File: src/pkg/btg_map.svh
// Register offsets, field positions, reset values and timing counts of the
// beep tone generator.
// Assumes an eight-bit register address space inside the codec.
`ifndef BTG_MAP_SVH
`define BTG_MAP_SVH

// ----------------------------------------------------------------------
// Register offsets
// ----------------------------------------------------------------------
`define BTG_FREQ_MODE_OFS 8'h20
`define BTG_ON_DUR_OFS 8'h21
`define BTG_OFF_DUR_OFS 8'h22
`define BTG_BURST_CNT_OFS 8'h23
`define BTG_LEVEL_TRIG_OFS 8'h24

// ----------------------------------------------------------------------
// Field positions
// ----------------------------------------------------------------------
`define BTG_REPEAT_MODE_BIT 7
`define BTG_FREQ_SEL_MSB 1
`define BTG_BURST_CNT_MSB 6
`define BTG_TRIGGER_BIT 7
`define BTG_LEVEL_MSB 2

// ----------------------------------------------------------------------
// Reset values
// ----------------------------------------------------------------------
`define BTG_REPEAT_MODE_RST 1'h0
`define BTG_FREQ_SEL_RST 2'h0
`define BTG_ON_DUR_RST 8'h00
`define BTG_OFF_DUR_RST 8'h00
`define BTG_BURST_CNT_RST 7'h00
`define BTG_LEVEL_RST 3'h0
`define BTG_TRIGGER_RST 1'h0

// ----------------------------------------------------------------------
// Timing
// ----------------------------------------------------------------------
`define BTG_CLK_PERIOD_NS 10
`define BTG_TICK_TIME_NS 1000000
`define BTG_TICK_CYCLES (`BTG_TICK_TIME_NS / `BTG_CLK_PERIOD_NS)

`endif

File: src/pkg/btg_pkg.sv
// Types shared by the beep tone generator modules.
// Assumes nothing beyond a SystemVerilog compiler.
package btg_pkg;

  // ----------------------------------------------------------------------
  // Sequencer states
  // ----------------------------------------------------------------------
  typedef enum logic [1:0] {
    BTG_IDLE,
    BTG_TONE,
    BTG_GAP
  } btg_state_e;

  typedef logic [7:0] btg_byte_t;

endpackage

File: src/btg_dur_timer.sv
// Duration timer: counts (code + 1) ticks of TICK_CYCLES clock cycles each.
// Assumes load is a single-cycle strobe from the sequencer; clear is held high while it is idle.
`timescale 1ns/1ps

module btg_dur_timer #(
  parameter int TICK_CYCLES = 100000
) (
  input wire logic clk_sys,
  input wire logic rst_n,
  input wire logic load,
  input wire logic clear,
  input wire logic [7:0] dur_code,
  output logic done
);

  logic [31:0] tick_cnt;
  logic [8:0] unit_cnt;
  logic busy;

  // ----------------------------------------------------------------------
  // Tick prescaler and unit counter
  // ----------------------------------------------------------------------
  // A code of zero still lasts one tick, so a phase is never skipped.
  always_ff @(posedge clk_sys) begin
    done <= 1'b0;
    if (!rst_n || clear) begin
      tick_cnt <= 32'h0000_0000;
      unit_cnt <= 9'h000;
      busy <= 1'b0;
    end else if (load) begin
      tick_cnt <= 32'h0000_0000;
      unit_cnt <= {1'b0, dur_code} + 9'h001;
      busy <= 1'b1;
    end else if (busy) begin
      if (tick_cnt == 32'(TICK_CYCLES - 1)) begin
        tick_cnt <= 32'h0000_0000;
        if (unit_cnt == 9'h001) begin
          busy <= 1'b0;
          done <= 1'b1;
        end else begin
          unit_cnt <= unit_cnt - 9'h001;
        end
      end else begin
        tick_cnt <= tick_cnt + 32'h0000_0001;
      end
    end
  end
endmodule // btg_dur_timer

File: src/btg_top.sv
// Beep tone generator: register set, burst sequencer and square-wave tone.
// Assumes a synchronous internal register port with one-cycle strobes.
//
// What this block does
// - Repeat-mode bit: zero single, one continuous.
// - Continuous mode plays while repeat bit set.
// - Single mode plays exactly burst-count bursts.
// - Eight-bit on-duration field, read/write, resets zero.
// - Eight-bit off-duration field, read/write, resets zero.
// - Seven-bit burst count; bit seven reads zero.
// - Three-bit level field; bits six-three read zero.
// - Trigger bit seven of control; resets off.
// - Single mode starts when trigger written one.
// - After last burst, stop and clear trigger.
// - Two-bit frequency select beside repeat-mode bit.
`timescale 1ns/1ps
`include "btg_map.svh"

module btg_top
  import btg_pkg::*;
#(
  parameter int TICK_CYCLES = `BTG_TICK_CYCLES,
  parameter int HALF_PER_0 = 50000,
  parameter int HALF_PER_1 = 25000,
  parameter int HALF_PER_2 = 12500,
  parameter int HALF_PER_3 = 6250
) (
  input wire logic clk_sys,
  input wire logic rst_n,
  input wire logic reg_wr,
  input wire logic reg_rd,
  input wire logic [7:0] reg_addr,
  input wire logic [7:0] reg_wdata,
  output logic [7:0] reg_rdata,
  output logic tone_wave,
  output logic tone_on,
  output logic [2:0] tone_output_level,
  output logic [1:0] tone_frequency_select
);

  logic tone_repeat_mode;
  btg_byte_t tone_on_duration;
  btg_byte_t tone_off_duration;
  logic [6:0] tone_burst_count;
  logic tone_trigger;
  btg_state_e state;
  btg_state_e next_state;
  logic [6:0] bursts_done;
  logic hw_clear;
  logic timer_load;
  logic timer_clear;
  logic timer_done;
  logic [31:0] wave_cnt;
  logic [31:0] half_per;
  logic wr_freq, wr_on, wr_off, wr_cnt, wr_ctl;
  logic last_burst;

  // ----------------------------------------------------------------------
  // Address decode
  // ----------------------------------------------------------------------
  assign wr_freq = reg_wr && (reg_addr == `BTG_FREQ_MODE_OFS);
  assign wr_on = reg_wr && (reg_addr == `BTG_ON_DUR_OFS);
  assign wr_off = reg_wr && (reg_addr == `BTG_OFF_DUR_OFS);
  assign wr_cnt = reg_wr && (reg_addr == `BTG_BURST_CNT_OFS);
  assign wr_ctl = reg_wr && (reg_addr == `BTG_LEVEL_TRIG_OFS);

  // ----------------------------------------------------------------------
  // Software registers
  // ----------------------------------------------------------------------
  // Mode and frequency select share one register.
  always_ff @(posedge clk_sys) begin
    if (!rst_n) begin
      tone_repeat_mode <= `BTG_REPEAT_MODE_RST;
      tone_frequency_select <= `BTG_FREQ_SEL_RST;
    end else if (wr_freq) begin
      tone_repeat_mode <= reg_wdata[`BTG_REPEAT_MODE_BIT];
      tone_frequency_select <= reg_wdata[`BTG_FREQ_SEL_MSB:0];
    end
  end

  // Duration and count fields.
  always_ff @(posedge clk_sys) begin
    if (!rst_n) begin
      tone_on_duration <= `BTG_ON_DUR_RST;
      tone_off_duration <= `BTG_OFF_DUR_RST;
      tone_burst_count <= `BTG_BURST_CNT_RST;
    end else begin
      if (wr_on) tone_on_duration <= reg_wdata;
      if (wr_off) tone_off_duration <= reg_wdata;
      if (wr_cnt) tone_burst_count <= reg_wdata[`BTG_BURST_CNT_MSB:0];
    end
  end

  // Level and trigger. A software write in the same cycle as the
  // self-clear wins, so a fresh start request is never lost.
  always_ff @(posedge clk_sys) begin
    if (!rst_n) begin
      tone_output_level <= `BTG_LEVEL_RST;
      tone_trigger <= `BTG_TRIGGER_RST;
    end else if (wr_ctl) begin
      tone_output_level <= reg_wdata[`BTG_LEVEL_MSB:0];
      tone_trigger <= reg_wdata[`BTG_TRIGGER_BIT];
    end else if (hw_clear) begin
      tone_trigger <= 1'b0;
    end
  end

  // Registered read data; unmapped addresses read zero.
  always_ff @(posedge clk_sys) begin
    if (!rst_n) begin
      reg_rdata <= 8'h00;
    end else if (reg_rd) begin
      case (reg_addr)
        `BTG_FREQ_MODE_OFS: reg_rdata <= {tone_repeat_mode, 5'h00, tone_frequency_select};
        `BTG_ON_DUR_OFS: reg_rdata <= tone_on_duration;
        `BTG_OFF_DUR_OFS: reg_rdata <= tone_off_duration;
        `BTG_BURST_CNT_OFS: reg_rdata <= {1'b0, tone_burst_count};
        `BTG_LEVEL_TRIG_OFS: reg_rdata <= {tone_trigger, 4'h0, tone_output_level};
        default: reg_rdata <= 8'h00;
      endcase
    end
  end

  // ----------------------------------------------------------------------
  // Burst sequencer
  // ----------------------------------------------------------------------
  assign last_burst = !tone_repeat_mode && ((bursts_done + 7'h01) >= tone_burst_count);

  // Next state and the self-clear strobe.
  always_comb begin
    next_state = state;
    hw_clear = 1'b0;
    case (state)
      BTG_IDLE: begin
        if (tone_repeat_mode) begin
          next_state = BTG_TONE;
        end else if (tone_trigger) begin
          if (tone_burst_count != 7'h00) begin
            next_state = BTG_TONE;
          end else begin
            hw_clear = 1'b1;
          end
        end
      end
      BTG_TONE: begin
        if (!tone_repeat_mode && !tone_trigger) begin
          next_state = BTG_IDLE;
        end else if (timer_done) begin
          next_state = BTG_GAP;
        end
      end
      BTG_GAP: begin
        if (!tone_repeat_mode && !tone_trigger) begin
          next_state = BTG_IDLE;
        end else if (timer_done) begin
          if (last_burst) begin
            next_state = BTG_IDLE;
            hw_clear = 1'b1;
          end else begin
            next_state = BTG_TONE;
          end
        end
      end
      default: next_state = BTG_IDLE;
    endcase
  end

  assign timer_load = (next_state != state) && (next_state != BTG_IDLE);
  assign timer_clear = (next_state == BTG_IDLE);

  // State, tone-on flag and completed-burst counter.
  always_ff @(posedge clk_sys) begin
    if (!rst_n) begin
      state <= BTG_IDLE;
      tone_on <= 1'b0;
      bursts_done <= 7'h00;
    end else begin
      state <= next_state;
      tone_on <= (next_state == BTG_TONE);
      if (next_state == BTG_IDLE) begin
        bursts_done <= 7'h00;
      end else if (state == BTG_GAP && next_state == BTG_TONE && !tone_repeat_mode) begin
        bursts_done <= bursts_done + 7'h01;
      end
    end
  end

  btg_dur_timer #(
    .TICK_CYCLES(TICK_CYCLES)
  ) u_timer (
    .clk_sys(clk_sys),
    .rst_n(rst_n),
    .load(timer_load),
    .clear(timer_clear),
    .dur_code((next_state == BTG_GAP) ? tone_off_duration : tone_on_duration),
    .done(timer_done)
  );

  // ----------------------------------------------------------------------
  // Square-wave tone
  // ----------------------------------------------------------------------
  // Half periods stand in for the frequency table until it is fixed.
  always_comb begin
    case (tone_frequency_select)
      2'h0: half_per = 32'(HALF_PER_0);
      2'h1: half_per = 32'(HALF_PER_1);
      2'h2: half_per = 32'(HALF_PER_2);
      default: half_per = 32'(HALF_PER_3);
    endcase
  end

  // Wave restarts low at each burst so every burst starts the same way.
  always_ff @(posedge clk_sys) begin
    if (!rst_n || next_state != BTG_TONE) begin
      wave_cnt <= 32'h0000_0000;
      tone_wave <= 1'b0;
    end else if (wave_cnt >= half_per - 32'h0000_0001) begin
      wave_cnt <= 32'h0000_0000;
      tone_wave <= !tone_wave;
    end else begin
      wave_cnt <= wave_cnt + 32'h0000_0001;
    end
  end
endmodule // btg_top

File: config.mk
export PLATFORM = sky130hd
export DESIGN_NAME = btg_top
export DESIGN_NICKNAME = d
export VERILOG_FILES = /design/src/pkg/btg_pkg.sv /design/src/btg_dur_timer.sv /design/src/btg_top.sv
export VERILOG_INCLUDE_DIRS = /design/src /design/src/pkg
export SDC_FILE = /design/constraint.sdc
export NUM_CORES = 1
export LEC_CHECK = 0
export BUFFER_PORTS_ARGS = -buffer_cell sky130_fd_sc_hd__buf_2
export CAP_MARGIN = 20
export CORE_AREA = 2 2 107 109
export CTS_BUF_LIST = sky130_fd_sc_hd__clkbuf_4 sky130_fd_sc_hd__clkbuf_8
export CTS_CLUSTER_DIAMETER = 40
export DETAILED_ROUTE_END_ITERATION = 10
export DIE_AREA = 0 0 109 111
export PLACE_DENSITY = 0.8
export RECOVER_POWER = 50
export SLEW_MARGIN = 15
export SYNTH_ARGS = -nofsm -noshare
export SYNTH_HDL_FRONTEND = slang
export SYNTH_SLANG_ARGS = --single-unit
File: constraint.sdc
create_clock -name clk_sys -period 3.43 [get_ports clk_sys]
set_input_delay 0.343 -clock clk_sys [delete_from_list [all_inputs] [get_ports clk_sys]]
set_output_delay 0.343 -clock clk_sys [all_outputs]
set_load 0.02 [all_outputs]
[Word-level counts from Yosys, hierarchy flattened]
Index checks and enable logic that the tools add are counted.
Storage, ports and cells
  bits in registers: 124
  input port bits: 20
  output and inout port bits: 15
  logic and storage cells: 104
Operators by class
  add/subtract/negate cells: 6
  order comparisons: 2
  equality and inequality tests: 16
  multiplexer cells: 31
  bitwise operators: 3
  reduce and logical (&&, ||, !) cells: 29
Operators with widths (number)
  $add A32 B1 Y32 const B: 2
  $pmux W16 S3: 1
  $eq A8 B6 Y1 const B: 5
  $pmux W8 S5: 1
  $mux W9: 4
  $eq A32 B17 Y1 const B: 1
  $ge A32 B32 Y1: 1
  $mux W32: 1
  $sub A32 B1 Y32 const B: 1
  $mux W1: 14
  $mux W2: 7
  $logic_and A1 B1 Y1: 10
  $add A8 B1 Y9 const B: 1
  $eq A9 B1 Y1 const B: 1
  $sub A9 B1 Y9 const B: 1
  $mux W8: 1
  $reduce_bool A2 Y1: 4
  $add A7 B1 Y7 const B: 1
  $ge A7 B7 Y1: 1
  $reduce_bool A7 Y1: 1
  $eq A2 B1 Y1 const B: 3
  $eq A2 B2 Y1 const B: 3
  $logic_not A2 Y1: 3
  $pmux W2 S3: 1
  10 further kinds: 18

[Logic depth before layout (Yosys ltp)]
Gate-level depths: netlist (run 1).
  word-level depth: 11
  mapped depth: 12
  depth with buffers taken out: 11

[Modules after synthesis]
From an unflattened synthesis (run 1), not the netlist that was laid out.
Unflattened totals
  cells, all modules: 693
  area total of the unflattened synthesis: 6329.8 sq um
Modules (own cells, without submodules)
  btg_top: instances 1, cells an instance 433, area each 4093.9 sq um, seq. area each 1621.6 sq um
  btg_dur_timer: instances 1, cells an instance 260, area each 2235.9 sq um, seq. area each 860.8 sq um

[Least setup slack after synthesis (run 1)]
OpenSTA, ideal clock, no wires.
  kind: register -> register
  start point: register u_timer.done
  end point: register u_timer.unit_cnt[6]
  setup time: 86 ps
  data arrival time: 2726 ps
  required time: 3344 ps
  setup slack: 618 ps
  cell stages (with the launch flop): 12
  period minus slack after synthesis: 2812 ps
  cell sequence: dfxtp_1 or3b_2 a21oi_2 buf_2 mux2_2 ha_1 and3_1 nand3_1 mux2_2 xor2_1 nor2_1 a211oi_1
On the way
  word-level cells in the longest chain between the ends: 7
RTL lines
  from (decl): RTL line btg_dur_timer.sv:13  | output logic done
  from (signal assigned): RTL line btg_dur_timer.sv:25  | done <= 1'b0;
  from (signal assigned): RTL line btg_dur_timer.sv:39  | done <= 1'b1;
  $mux W2 (on tied branches): RTL line btg_top.sv:155, btg_top.sv:148
  $mux W2 (on tied branches): RTL line btg_top.sv:153, btg_top.sv:146
  $pmux W2 S3 (*): RTL line btg_top.sv:133  | case (state)
  $eq A2 B2 Y1 (tied with other cells): RTL line btg_top.sv:195  | .dur_code((next_state == BTG_GAP) ? tone_off_duration : tone_on_duration),
  $mux W8 or $logic_and A1 B1 Y1 (tied branches): RTL line btg_top.sv:195, btg_top.sv:168
  $add A8 B1 Y9 (tied with other cells): RTL line btg_dur_timer.sv:32  | unit_cnt <= {1'b0, dur_code} + 9'h001;
  $mux W9 or $reduce_and A3 Y1 (tied branches)
  to (signal assigned): RTL line btg_dur_timer.sv:32
  to (signal assigned): RTL line btg_dur_timer.sv:41  | unit_cnt <= unit_cnt - 9'h001;
  to (decl): RTL line btg_dur_timer.sv:17  | logic [8:0] unit_cnt;
Mark *: on every way between the ends. The rest lies on a longest branch, timed or not.
A chain may end at the register's enable or synchronous reset.

[Final worst setup path (run 1)]
  start point: register bursts_done[2]
  end point: register u_timer.unit_cnt[0]
On the way
  word-level cells in the longest chain between the ends: 11
RTL lines
  from (decl): RTL line btg_top.sv:48  | logic [6:0] bursts_done;
  from (signal assigned): RTL line btg_top.sv:183  | bursts_done <= bursts_done + 7'h01;
  $add A7 B1 Y7 (*): RTL line btg_top.sv:127  | assign last_burst = !tone_repeat_mode && ((bursts_done + 7'h01) >= tone_burst_count);
  $ge A7 B7 Y1 (*): RTL line btg_top.sv:127
  $logic_and A1 B1 Y1 (*): RTL line btg_top.sv:127
  $mux W1 (*): RTL line btg_top.sv:156  | if (last_burst) begin
  $mux W2 (*): RTL line btg_top.sv:155  | end else if (timer_done) begin
  $mux W2 (*): RTL line btg_top.sv:153  | if (!tone_repeat_mode && !tone_trigger) begin
  $pmux W2 S3 (*): RTL line btg_top.sv:133
  $eq A2 B2 Y1 (tied with other cells): RTL line btg_top.sv:195
  $mux W8 or $logic_and A1 B1 Y1 (tied branches): RTL line btg_top.sv:195, btg_top.sv:168
  $add A8 B1 Y9 (tied with other cells): RTL line btg_dur_timer.sv:32
  $mux W9 or $reduce_and A3 Y1 (tied branches)
Marks and branches as above.

==> metrics, run 1 <==
outcome complete, no violations; maximum vdd drop approximately 0.3 mV; Worst path max stage delay 470 ps; DP Wirelength approximately 10,000 um; Fin Setup TNS 0 ps; Die Height between 100 and 150 um; Synth top area share 0.383; Final Cycle Share 0.904; GRT overflow 0; row cnt 39; final setup violation count 0; Yosys cell types 61; asr flop ratio synth 0; Post-Syn Area 0.00648 mm^2; design area 0.00715 mm^2; CP max FO 16; I/O Buffers 34; WL per Instance 15.2 um; CTS tree yes; hold bufs inserted after CTS 0; nets 840; Core Region between 0.01 and 0.015 mm^2; clock sink count between 100 and 150; Routed Wire Length ~14,000 um; Root Buffer clkbuf_8; CP cell instances nand3_1, or2_2, xnor2_1, ha_1, a211oi_1, o21bai_4, o21ai_0, nand2_1, a211oi_1; Clock Path Buffers 2; max cap viols 0; Avg Inst Size Synth a little under 9 um^2; Buf/Inv on CP 0; Worst Path Required roughly 3800 ps; Pleak 2.57 nW; vias per cell ~5.8; Main synth FF type dfxtp_1; Worst-Skew Late Latency 430 ps; minimum clock period roughly 3100 ps; Hold WC Path Type in2reg; IO Count 35; Crit. End Element register; share of cells above drive strength 1 0.101; Die X between 100 and 150 um; global-route wire length before repair between 20,000 and 25,000 um; Yosys reg bits approximately 120; # diodes 0; CTS Buf Count 17; Total Power 2.67 mW; Slew Limit Fails 0; vias in the first global route between 5,000 and 6,000; CP Class reg2reg; relative slew slack 0.177; maximum clock frequency about 320 MHz; largest area contributor in the netlist dfxtp_1; Initial DRT Pass Iterations 5; hold violation count in the final report 0; RePlAce Congestion ~0.85; power density cells around 370 mW/mm^2; Slowest cell on crit path a211oi_1; total die area 0.0121 mm^2; synth warn 0; GR Util All Layers 0.253; vias around 5,400; cell mode on critical path a211oi_1; Mapped Cells roughly 740; Final Skew 9.00 ps; cell area after placement about 0.0068 mm^2; largest net degree at the start of global routing 47; Starting Density 0.585; CP top delay family compound AO/OA/AOI/OAI gates; initial antenna violation count 0; DRC violations left 0; register area share after synthesis 0.383; 1st-iter DRT viols slightly above 300; Layout area overhead 10.3%; post-route ant nets 0; Clock transition at path regs around 60 ps; unrepaired setup endpoints after global routing no; synth top area cells dfxtp_1 38%, ha_1 6.8%, nor2_1 4.7%; number of synthesized flops with an enable pin 0; CP arrival ~3400 ps; Worst Setup Start Kind register; H-tree Lvls 4; Worst Max-Slew Pin Slew roughly 1200 ps
## cells by family (layout without fill, tap and decap cells)
kind of cell    Yosys count  in the layout  share of synthesized area
mux                      37             37                     0.0626
xor+xnor                 60             60                     0.0811
compound gates           96             96                      0.103
other cells               2             16                    0.00116
fa+ha+maj                35             35                     0.0676
flops                   124            124                      0.383
simple gates            324            324                      0.264
buf+inv                  58            103                     0.0379
## power by group
group	internal (mW)	total, mW	switching, mW	leakage, nW
Combinational	0.0215	0.0529	0.0314	1.38
Sequential	1.45	1.45	0.00288	1.00
Clock	0.644	1.17	0.522	0.192
## path summary, 6_finish.rpt
path / startpoint / end / slack [ps] / depth (start not counted)
worst min register to register: reg_rdata[3] / reg_rdata[3] / 490 / 2
worst max-delay path: bursts_done[2] / u_timer.unit_cnt[0] / 330 / 9
worst min-delay path: reg_wdata[6] / tone_off_duration[6] / 200 / 3
worst max register to register: bursts_done[2] / u_timer.unit_cnt[0] / 330 / 9
## worst reg2reg max path: stages, from the launching register on
cell and delay (ps):
dfxtp_1 400, nand3_1 180, or2_2 370, xnor2_1 180, ha_1 270, a211oi_1 470
o21bai_4 110, o21ai_0 270, nand2_1 410, a211oi_1 340
## Yosys cell counts (2+ instances only)
| cell | instances |
|---|---|
| a211oi_1 | 15 |
| and2_1 | 10 |
| conb_1 | 2 |
| or2_2 | 2 |
| xnor2_1 | 28 |
| nor2_1 | 81 |
| inv_1 | 33 |
| nand3_1 | 44 |
| mux4_2 | 2 |
| nand3b_1 | 6 |
| a22o_1 | 4 |
| o22ai_1 | 4 |
| a31o_2 | 2 |
| nor3b_1 | 9 |
| and4_1 | 6 |
| nand4_1 | 24 |
| o21ai_0 | 13 |
| mux2_2 | 8 |
| nor2b_1 | 26 |
| xor2_1 | 32 |
| buf_2 | 7 |
| buf_1 | 3 |
| and3_1 | 12 |
| mux2i_1 | 27 |
| a21boi_0 | 12 |
| nand2b_1 | 8 |
| clkbuf_1 | 12 |
| nor3_1 | 15 |
| or4_1 | 3 |
| a31oi_1 | 5 |
| a21oi_1 | 20 |
| o21bai_1 | 2 |
| a41oi_1 | 2 |
| a21oi_2 | 2 |
| or3b_2 | 2 |
| nand2_1 | 51 |
| o21a_1 | 3 |
| nor4_1 | 15 |
| ha_1 | 35 |
| dfxtp_1 | 124 |
| o31ai_1 | 4 |
| buf_6 | 2 |
## area by class of cell
type,instances,area [um^2]
Clock inverter,1,5.00
Sequential cell,124,2480
Tap cell,143,179
Multi-Input combinational cell,568,3800
Timing Repair Buffer,41,204
Clock buffer,28,354
Inverter,33,124
Fill cell,901,3930
## metal layers
layer / wire, um / up-vias / GRT usage
met5: 0 / - / 0
met4: 441 / 0 / 0.101
met3: 576 / 43 / 0.0658
met2: 7220 / 136 / 0.442
met1: 6000 / 2590 / 0.289
li1: - / 2670 / -
## stage by stage
| step | hold slack [ps] | instances | setup WS, ps | utilization |
|---|---|---|---|---|
| 6_report | 203 | 938 | 328 | 0.645 |
| 5_1_grt | 202 | 938 | 156 | 0.645 |
| 4_1_cts | 187 | 938 | 218 | 0.647 |
| 3_5_place_dp | 476 | 909 | 235 | 0.615 |
| 3_3_place_gp | 461 | 909 | 470 | 0.615 |
| 2_1_floorplan | 441 | 750 | 618 | - |
## registers in the layout (all words and copies together), names as in the netlist
register,cells
tone_off_duration,8
u_timer.tick_cnt,32
u_timer.busy,1
tone_output_level,3
u_timer.done,1
tone_trigger,1
tone_frequency_select,2
tone_on_duration,8
bursts_done,7
reg_rdata,8
state,2
u_timer.unit_cnt,9
tone_on,1
wave_cnt,32
tone_repeat_mode,1
tone_burst_count,7
tone_wave,1
## what timing repair did
action / CTS / global route
endpoints found under the setup margin: 0 / 7
buffers inserted: 0 / 0
hold endpoints to repair: 0 / 0
gates resized for setup: 0 / 1
## placed cells by master, fill, tap and decap left out, drive strengths merged, types with 12 or more instances in the layout
cell / n
ha: 35
conb: 16
nor4: 16
nor2b: 26
xnor2: 28
o21ai: 13
and3: 12
mux2i: 27
a21oi: 22
nor2: 82
clkbuf: 43
inv: 33
dfxtp: 124
a211oi: 15
buf: 26
nand2: 51
nand3: 44
a21boi: 12
xor2: 32
nor3: 15
nand4: 24
No activity file was read; power rests on OpenSTA's default activity.
==> run 2: changes to the inputs <==
ABC_AREA = 1   (was not set)
CORE_AREA = 2 2 108 110   (was 2 2 107 109)
DIE_AREA = 0 0 110 112   (was 0 0 109 111)
PLACE_DENSITY = not set   (was 0.8)
PLACE_DENSITY_LB_ADDON = 0.15   (was not set)
==> run 2 against run 1 <==
Net effect: clock skew up 1.1 ps; die area is 1.8% higher; worst setup slack gained 140 ps; routed wire length increased by 1.2%; sequential share of layout area fell by 0.52 points; global-route usage fell by 0.19 points; flip-flop and latch count stayed put; area after synthesis increased by 2.3%; sequential power about the same.
==> metrics, run 2 <==
largest net degree at the start of global routing 33 (-30%); most common cell after layout, fill and taps aside nand2_1; I/O Buffers 34 (unchanged); 1st-iter DRT viols 465 (+52%); number of synthesized flops with an enable pin 0 (unchanged); CP top delay family compound AO/OA/AOI/OAI gates; synth top area cells dfxtp_1 37%, nand2_1 8.7%, inv_1 7.4%; Final Skew 10.1 ps (+1.08 ps); Worst Path Required 3800 ps (+30 ps); most numerous cell in the Yosys netlist nand2_1; Clock Path Buffers 2 (unchanged); CP Class reg2reg; HP Start reg_wdata[3]; Starting Density 0.593 (+0.00833); Worst Max-Slew Pin Slew 610 ps (-607 ps); Slew Limit Fails 0 (unchanged); Initial DRT Pass Iterations 5 (unchanged); asr flop ratio synth 0 (unchanged); hold bufs inserted after CTS 0 (unchanged); Fin Setup TNS 0 ps (unchanged); register area share after synthesis 0.374 (-0.00868); unrepaired setup endpoints after global routing no; Total Power 2.79 mW (+4.5%); Die X 110 um (+0.92%); Fillers 1,061 (+18%); WL met3 953 um (+65%); Top Layer Used met4; Hold WC Path Type in2reg; pre-CTS WS 463 ps (+228 ps); Avg Inst Size Synth 7.18 um^2 (-18%); Worst path max stage delay 380 ps (-90 ps); clock sink count 124 (unchanged); IO Count 35 (unchanged); Clock transition at path regs 80 ps (+20 ps); Final Cycle Share 0.863 (-0.0409); largest area contributor in the netlist dfxtp_1; Post-synth top cells 153 x nand2_1, 130 x inv_1, 124 x dfxtp_1, 107 x nor2_1, 67 x a21oi_1; Layout area overhead 9.46%; CP max FO 16 (unchanged); GR Util All Layers 0.251 (-0.00188); Critical Path Start bursts_done[0]; register area 0.00248 mm^2 (unchanged); # diodes 0 (unchanged); CTS Buf Count 17 (unchanged); initial antenna violation count 0 (unchanged); share of cells above drive strength 1 0.0732 (-0.0275); CP cell instances ha_1, nand3_1, nor3_1, xor2_1, ha_1, nand2_1, inv_1, a21oi_1, nand3_1, nand2_1, nand2_2, a31oi_2, clkbuf_2, o21ai_0, a21oi_1; met1 wire length 6800 um (+13%); maximum vdd drop 0.338 mV (+13%); Yosys reg bits 124 (unchanged); Hold WS 193 ps (-9.61 ps); Worst-Skew Late Latency 450 ps (+20 ps); max cap viols 0 (unchanged); nets 1,026 (+22%); relative slew slack 0.589 (+0.411); total die area 0.0123 mm^2 (+1.8%); Yosys cell types 40 (-34%); Post-Syn Area 0.00663 mm^2 (+2.3%); minimum clock period 2960 ps (-140 ps); post-route ant nets 0 (unchanged); vias per cell 5.30 (-8.6%); WL per Instance 12.8 um (-16%); Slowest cell on crit path dfxtp_1; Pleak 2.87 nW (+11%); RR Startpoint bursts_done[0]; vias 5,976 (+9.9%); Die Height 112 um (+0.90%); H-tree Lvls 4 (unchanged); Synth top area share 0.374 (-0.00868); GRT overflow 0 (unchanged); DP Wirelength 10,600 um (+3.4%); global-route wire length before repair 24,700 um (+0.11%); Routed Wire Length 14,400 um (+1.2%); met2 wire length 6460 um (-11%); final worst slack 468 ps (+140 ps); Mapped Cells 923 (+25%); Buf/Inv on CP 2 (+2); CTS tree yes; CP arrival 3330 ps (-110 ps); Worst Setup Start Kind register; Core Region 0.0112 mm^2 (+0.88%); Crit. End Element register; Regs by FF count u_timer.tick_cnt (32), wave_cnt (32), u_timer.unit_cnt (9); vias in the first global route 5,467 (+0.073%); row cnt 39 (unchanged); RePlAce Congestion 0.893 (+5.2%); final setup violation count 0 (unchanged); post_cts resized 0 (unchanged); DRC violations left 0 (unchanged); Multi-input gate area 0.00355 mm^2 (-6.7%); Root Buffer clkbuf_8; outcome complete, no violations; hold violation count in the final report 0 (unchanged); Main synth FF type dfxtp_1; maximum clock frequency 338 MHz (+4.7%); power density cells 385 mW/mm^2 (+3.0%); setup bufs post-CTS 0 (unchanged); highest-count cells in the layout ignoring fill and taps 153 x nand2_1, 130 x inv_1, 124 x dfxtp_1; synth warn 0 (unchanged)
==> run 2: changes by cell type after synthesis, moves of 23 or more <==
| cell | change |
|---|---|
| nand2_1 | +102 |
| mux2i_1 | -27 |
| a21oi_1 | +47 |
| nor2b_1 | -26 |
| o21ai_0 | +49 |
| inv_1 | +97 |
| xnor2_1 | -23 |
| nor2_1 | +26 |
==> run 2: routing by layer <==
metal	GRT usage	vias up
li1	-	3112
met1	0.342	2690
met3	0.0703	21
met4	0.0802	0
met2	0.384	153
met5	0	-
==> run 2: cell type report <==
class / count / share of cell area
Clock buffer: 17 / 0.0322
Clock inverter: 15 / 0.0224
Inverter: 132 / 0.0683
Multi-Input combinational cell: 661 / 0.489
Sequential cell: 124 / 0.342
Tap cell: 143 / 0.0247
Timing Repair Buffer: 35 / 0.0214
==> run 2: power breakdown <==
part | internal [mW] | switching [mW] | total, mW
clock network | 0.655 | 0.631 | 1.29
logic | 0.0171 | 0.0351 | 0.0522
registers | 1.45 | 0.00326 | 1.45
total | 2.12 | 0.670 | 2.79
==> run 2: stage by stage <==
stage | utilization | area [um^2] | cells
finish | 0.649 | 7260 | 1127
global route | 0.649 | 7260 | 1127
global placement | 0.619 | 6910 | 1095
CTS | 0.654 | 7310 | 1127
detailed placement | 0.619 | 6910 | 1095
floorplan | - | 6680 | 937
==> run 2: path summary, 6_finish.rpt <==
path                    endpoint  slack, ps  cells after the start
max               bursts_done[0]        470                     15
min          tone_on_duration[3]        190                      3
max reg2reg       bursts_done[0]        470                     15
min reg2reg         reg_rdata[6]        470                      2
==> run 2: logic make-up after synthesis <==
| logic type | Yosys count | synth area share |
|---|---|---|
| AOI/OAI and AO/OA | 153 | 0.125 |
| xor gates and xnor gates | 47 | 0.0621 |
| adders and majority gates | 35 | 0.0661 |
| buffers and inverters | 152 | 0.0938 |
| DFF | 124 | 0.374 |
| other | 2 | 0.00113 |
| and+or+nand+nor | 410 | 0.277 |
==> run 2: worst min-delay path, stage by stage <==
cell,delay [ps]
buf_2,120
nand3_1,80
a21oi_1,60
==> run 3: changes to the inputs <==
ABC_AREA = not set   (was 1)
CORE_AREA = 2 2 107 109   (was 2 2 108 110)
DIE_AREA = 0 0 109 111   (was 0 0 110 112)
SKIP_CTS_REPAIR_TIMING = 1   (was not set)
==> run 3 against run 2 <==
Net effect: routed wire length down 3.8%; worst setup slack worse by 140 ps; core utilization up 0.46 points; largest cell class unchanged; clock skew down 1.3 ps; non-clock buffer count up 8; critical endpoint is now u_timer.unit_cnt[7].
==> metrics, run 3 (synthesis results as in run 1) <==
outcome complete, no violations; vias 5,326 (-11%); final worst slack 329 ps (-139 ps); Crit Reg-Reg Endpoint u_timer.unit_cnt[7]; WL per Instance 14.7 um (+15%); Fillers 919 (-13%); DRC violations left 0 (unchanged); Fin Setup TNS 0 ps (unchanged); CTS Buf Count 17 (unchanged); Worst Max-Slew Pin Slew 1170 ps (+563 ps); CTS tree yes; Top Layer Used met4; total die area 0.0121 mm^2 (-1.8%); IO Count 35 (unchanged); Root Buffer clkbuf_8; Worst-Skew Late Latency 450 ps (about the same); Pleak 2.62 nW (-8.8%); most common cell after layout, fill and taps aside dfxtp_1; unrepaired setup endpoints after global routing no; Hold EP tone_off_duration[4]; Final Cycle Share 0.904 (+0.0406); Hold WC Path Type in2reg; fin util 0.654 (+0.00459); Die X 109 um (-0.91%); WL met3 419 um (-56%); Crit. End Element register; I/O Buffers 34 (unchanged); fin cells 942 (-16%); GRT overflow 0 (unchanged); CP arrival 3450 ps (+120 ps); Worst Path Required 3780 ps (-20 ps); global-route wire length before repair 23,900 um (-3.0%); power density cells 405 mW/mm^2 (+5.3%); register area 0.00248 mm^2 (unchanged); cell area after placement 0.00683 mm^2 (-1.2%); DP Wirelength 10,200 um (-4.1%); vias per cell 5.65 (+6.6%); # diodes 0 (unchanged); pre-CTS WS 314 ps (-150 ps); GR Util All Layers 0.247 (-0.00459); Final Skew 8.83 ps (-1.25 ps); RR Startpoint bursts_done[0]; maximum clock frequency 322 MHz (-4.5%); CP max FO 5 (-11); Clock Path Buffers 2 (unchanged); Core Region 0.0111 mm^2 (-0.87%); 1st-iter DRT viols 319 (-31%); met2 wire length 6710 um (+3.8%); Total Power 2.94 mW (+5.2%); Hold WS 175 ps (-18.3 ps); Clock transition at path regs 70 ps (about the same); post-route ant nets 0 (unchanged); met1 wire length 6390 um (-6.0%); Initial DRT Pass Iterations 4 (-1); Die Height 111 um (-0.89%); hold depth 3 (unchanged); final setup violation count 0 (unchanged); row cnt 39 (unchanged); Layout area overhead 11.8%; Starting Density 0.585 (-0.00833); Multi-input gate area 0.00380 mm^2 (+7.0%); vias in the first global route 5,206 (-4.8%); max cap viols 0 (unchanged); Worst Setup Start Kind register; largest net degree at the start of global routing 47 (+42%); Slew Limit Fails 0 (unchanged); dpl cells 911 (-17%); share of cells above drive strength 1 0.104 (+0.0307); hold violation count in the final report 0 (unchanged); highest-count cells in the layout ignoring fill and taps 124 x dfxtp_1, 81 x nor2_1, 50 x nand2_1; Regs by FF count u_timer.tick_cnt (32), wave_cnt (32), u_timer.unit_cnt (9); relative slew slack 0.207 (-0.382); RePlAce Congestion 0.823 (-7.8%); design area 0.00724 mm^2 (-0.17%); CP Class reg2reg; nets 842 (-18%); worst reg-to-reg setup slack 330 ps (-140 ps); R2R cell count 12 (-3); H-tree Lvls 4 (unchanged); HP Start reg_wdata[4]; maximum vdd drop 0.261 mV (-23%); Routed Wire Length 13,900 um (-3.8%); clock sink count 124 (unchanged); initial antenna violation count 0 (unchanged); minimum clock period 3100 ps (+139 ps)
-- run 3: cell count changes in the layout (fill, tap and decap cells not counted), moves of 15 or more --
cell,change
xnor2_1,+23
nand3_1,-17
nor2_1,-26
a211oi_1,+15
nand2_1,-103
a21oi_1,-47
o21ai_0,-50
nor2b_1,+26
mux2i_1,+27
nor3_1,-22
inv_1,-97
-- run 3: cell type report --
type / instances / share of cell area
clock inverter: 7 / 0.0187
tap: 143 / 0.0247
multi-input combinational: 568 / 0.524
timing repair buffer: 43 / 0.0297
sequential: 124 / 0.343
clock buffer: 24 / 0.0430
inverter: 33 / 0.0171
-- run 3: critical path, stage by stage (launching register included) --
cell	delay, ps
dfxtp_1	410
ha_1	240
nand3_1	180
inv_1	90
nand3_1	110
xnor2_1	150
ha_1	280
o21bai_1	320
nor4_1	130
buf_4	160
o21ai_0	550
nor3_1	130
a211oi_1	240
-- run 3: worst max-delay path by stage --
stage | startpoint | to | slack (ps) | cells past startpoint
6_report | bursts_done[0] | u_timer.unit_cnt[7] | 330 | 12
5_1_grt | bursts_done[0] | bursts_done[2] | 100 | 12
4_1_cts | bursts_done[0] | u_timer.unit_cnt[4] | 310 | 12
3_5_place_dp | bursts_done[0] | u_timer.unit_cnt[0] | 310 | 12
3_3_place_gp | bursts_done[0] | u_timer.unit_cnt[7] | 500 | 12
2_1_floorplan | u_timer.done | u_timer.unit_cnt[6] | 620 | 11
-- run 3: power by group --
group / leakage, nW / switching, mW / total, mW / internal [mW]
logic: 1.38 / 0.0310 / 0.0520 / 0.0209
registers: 1.00 / 0.00312 / 1.45 / 1.45
clock network: 0.233 / 0.545 / 1.43 / 0.886
total: 2.62 / 0.579 / 2.94 / 2.36
-- run 3: routing by layer --
metal  vias up  track usage
met5         -            0
met4         0        0.105
met3        28       0.0506
met2        89        0.405
met1      2523        0.310
li1       2686            -
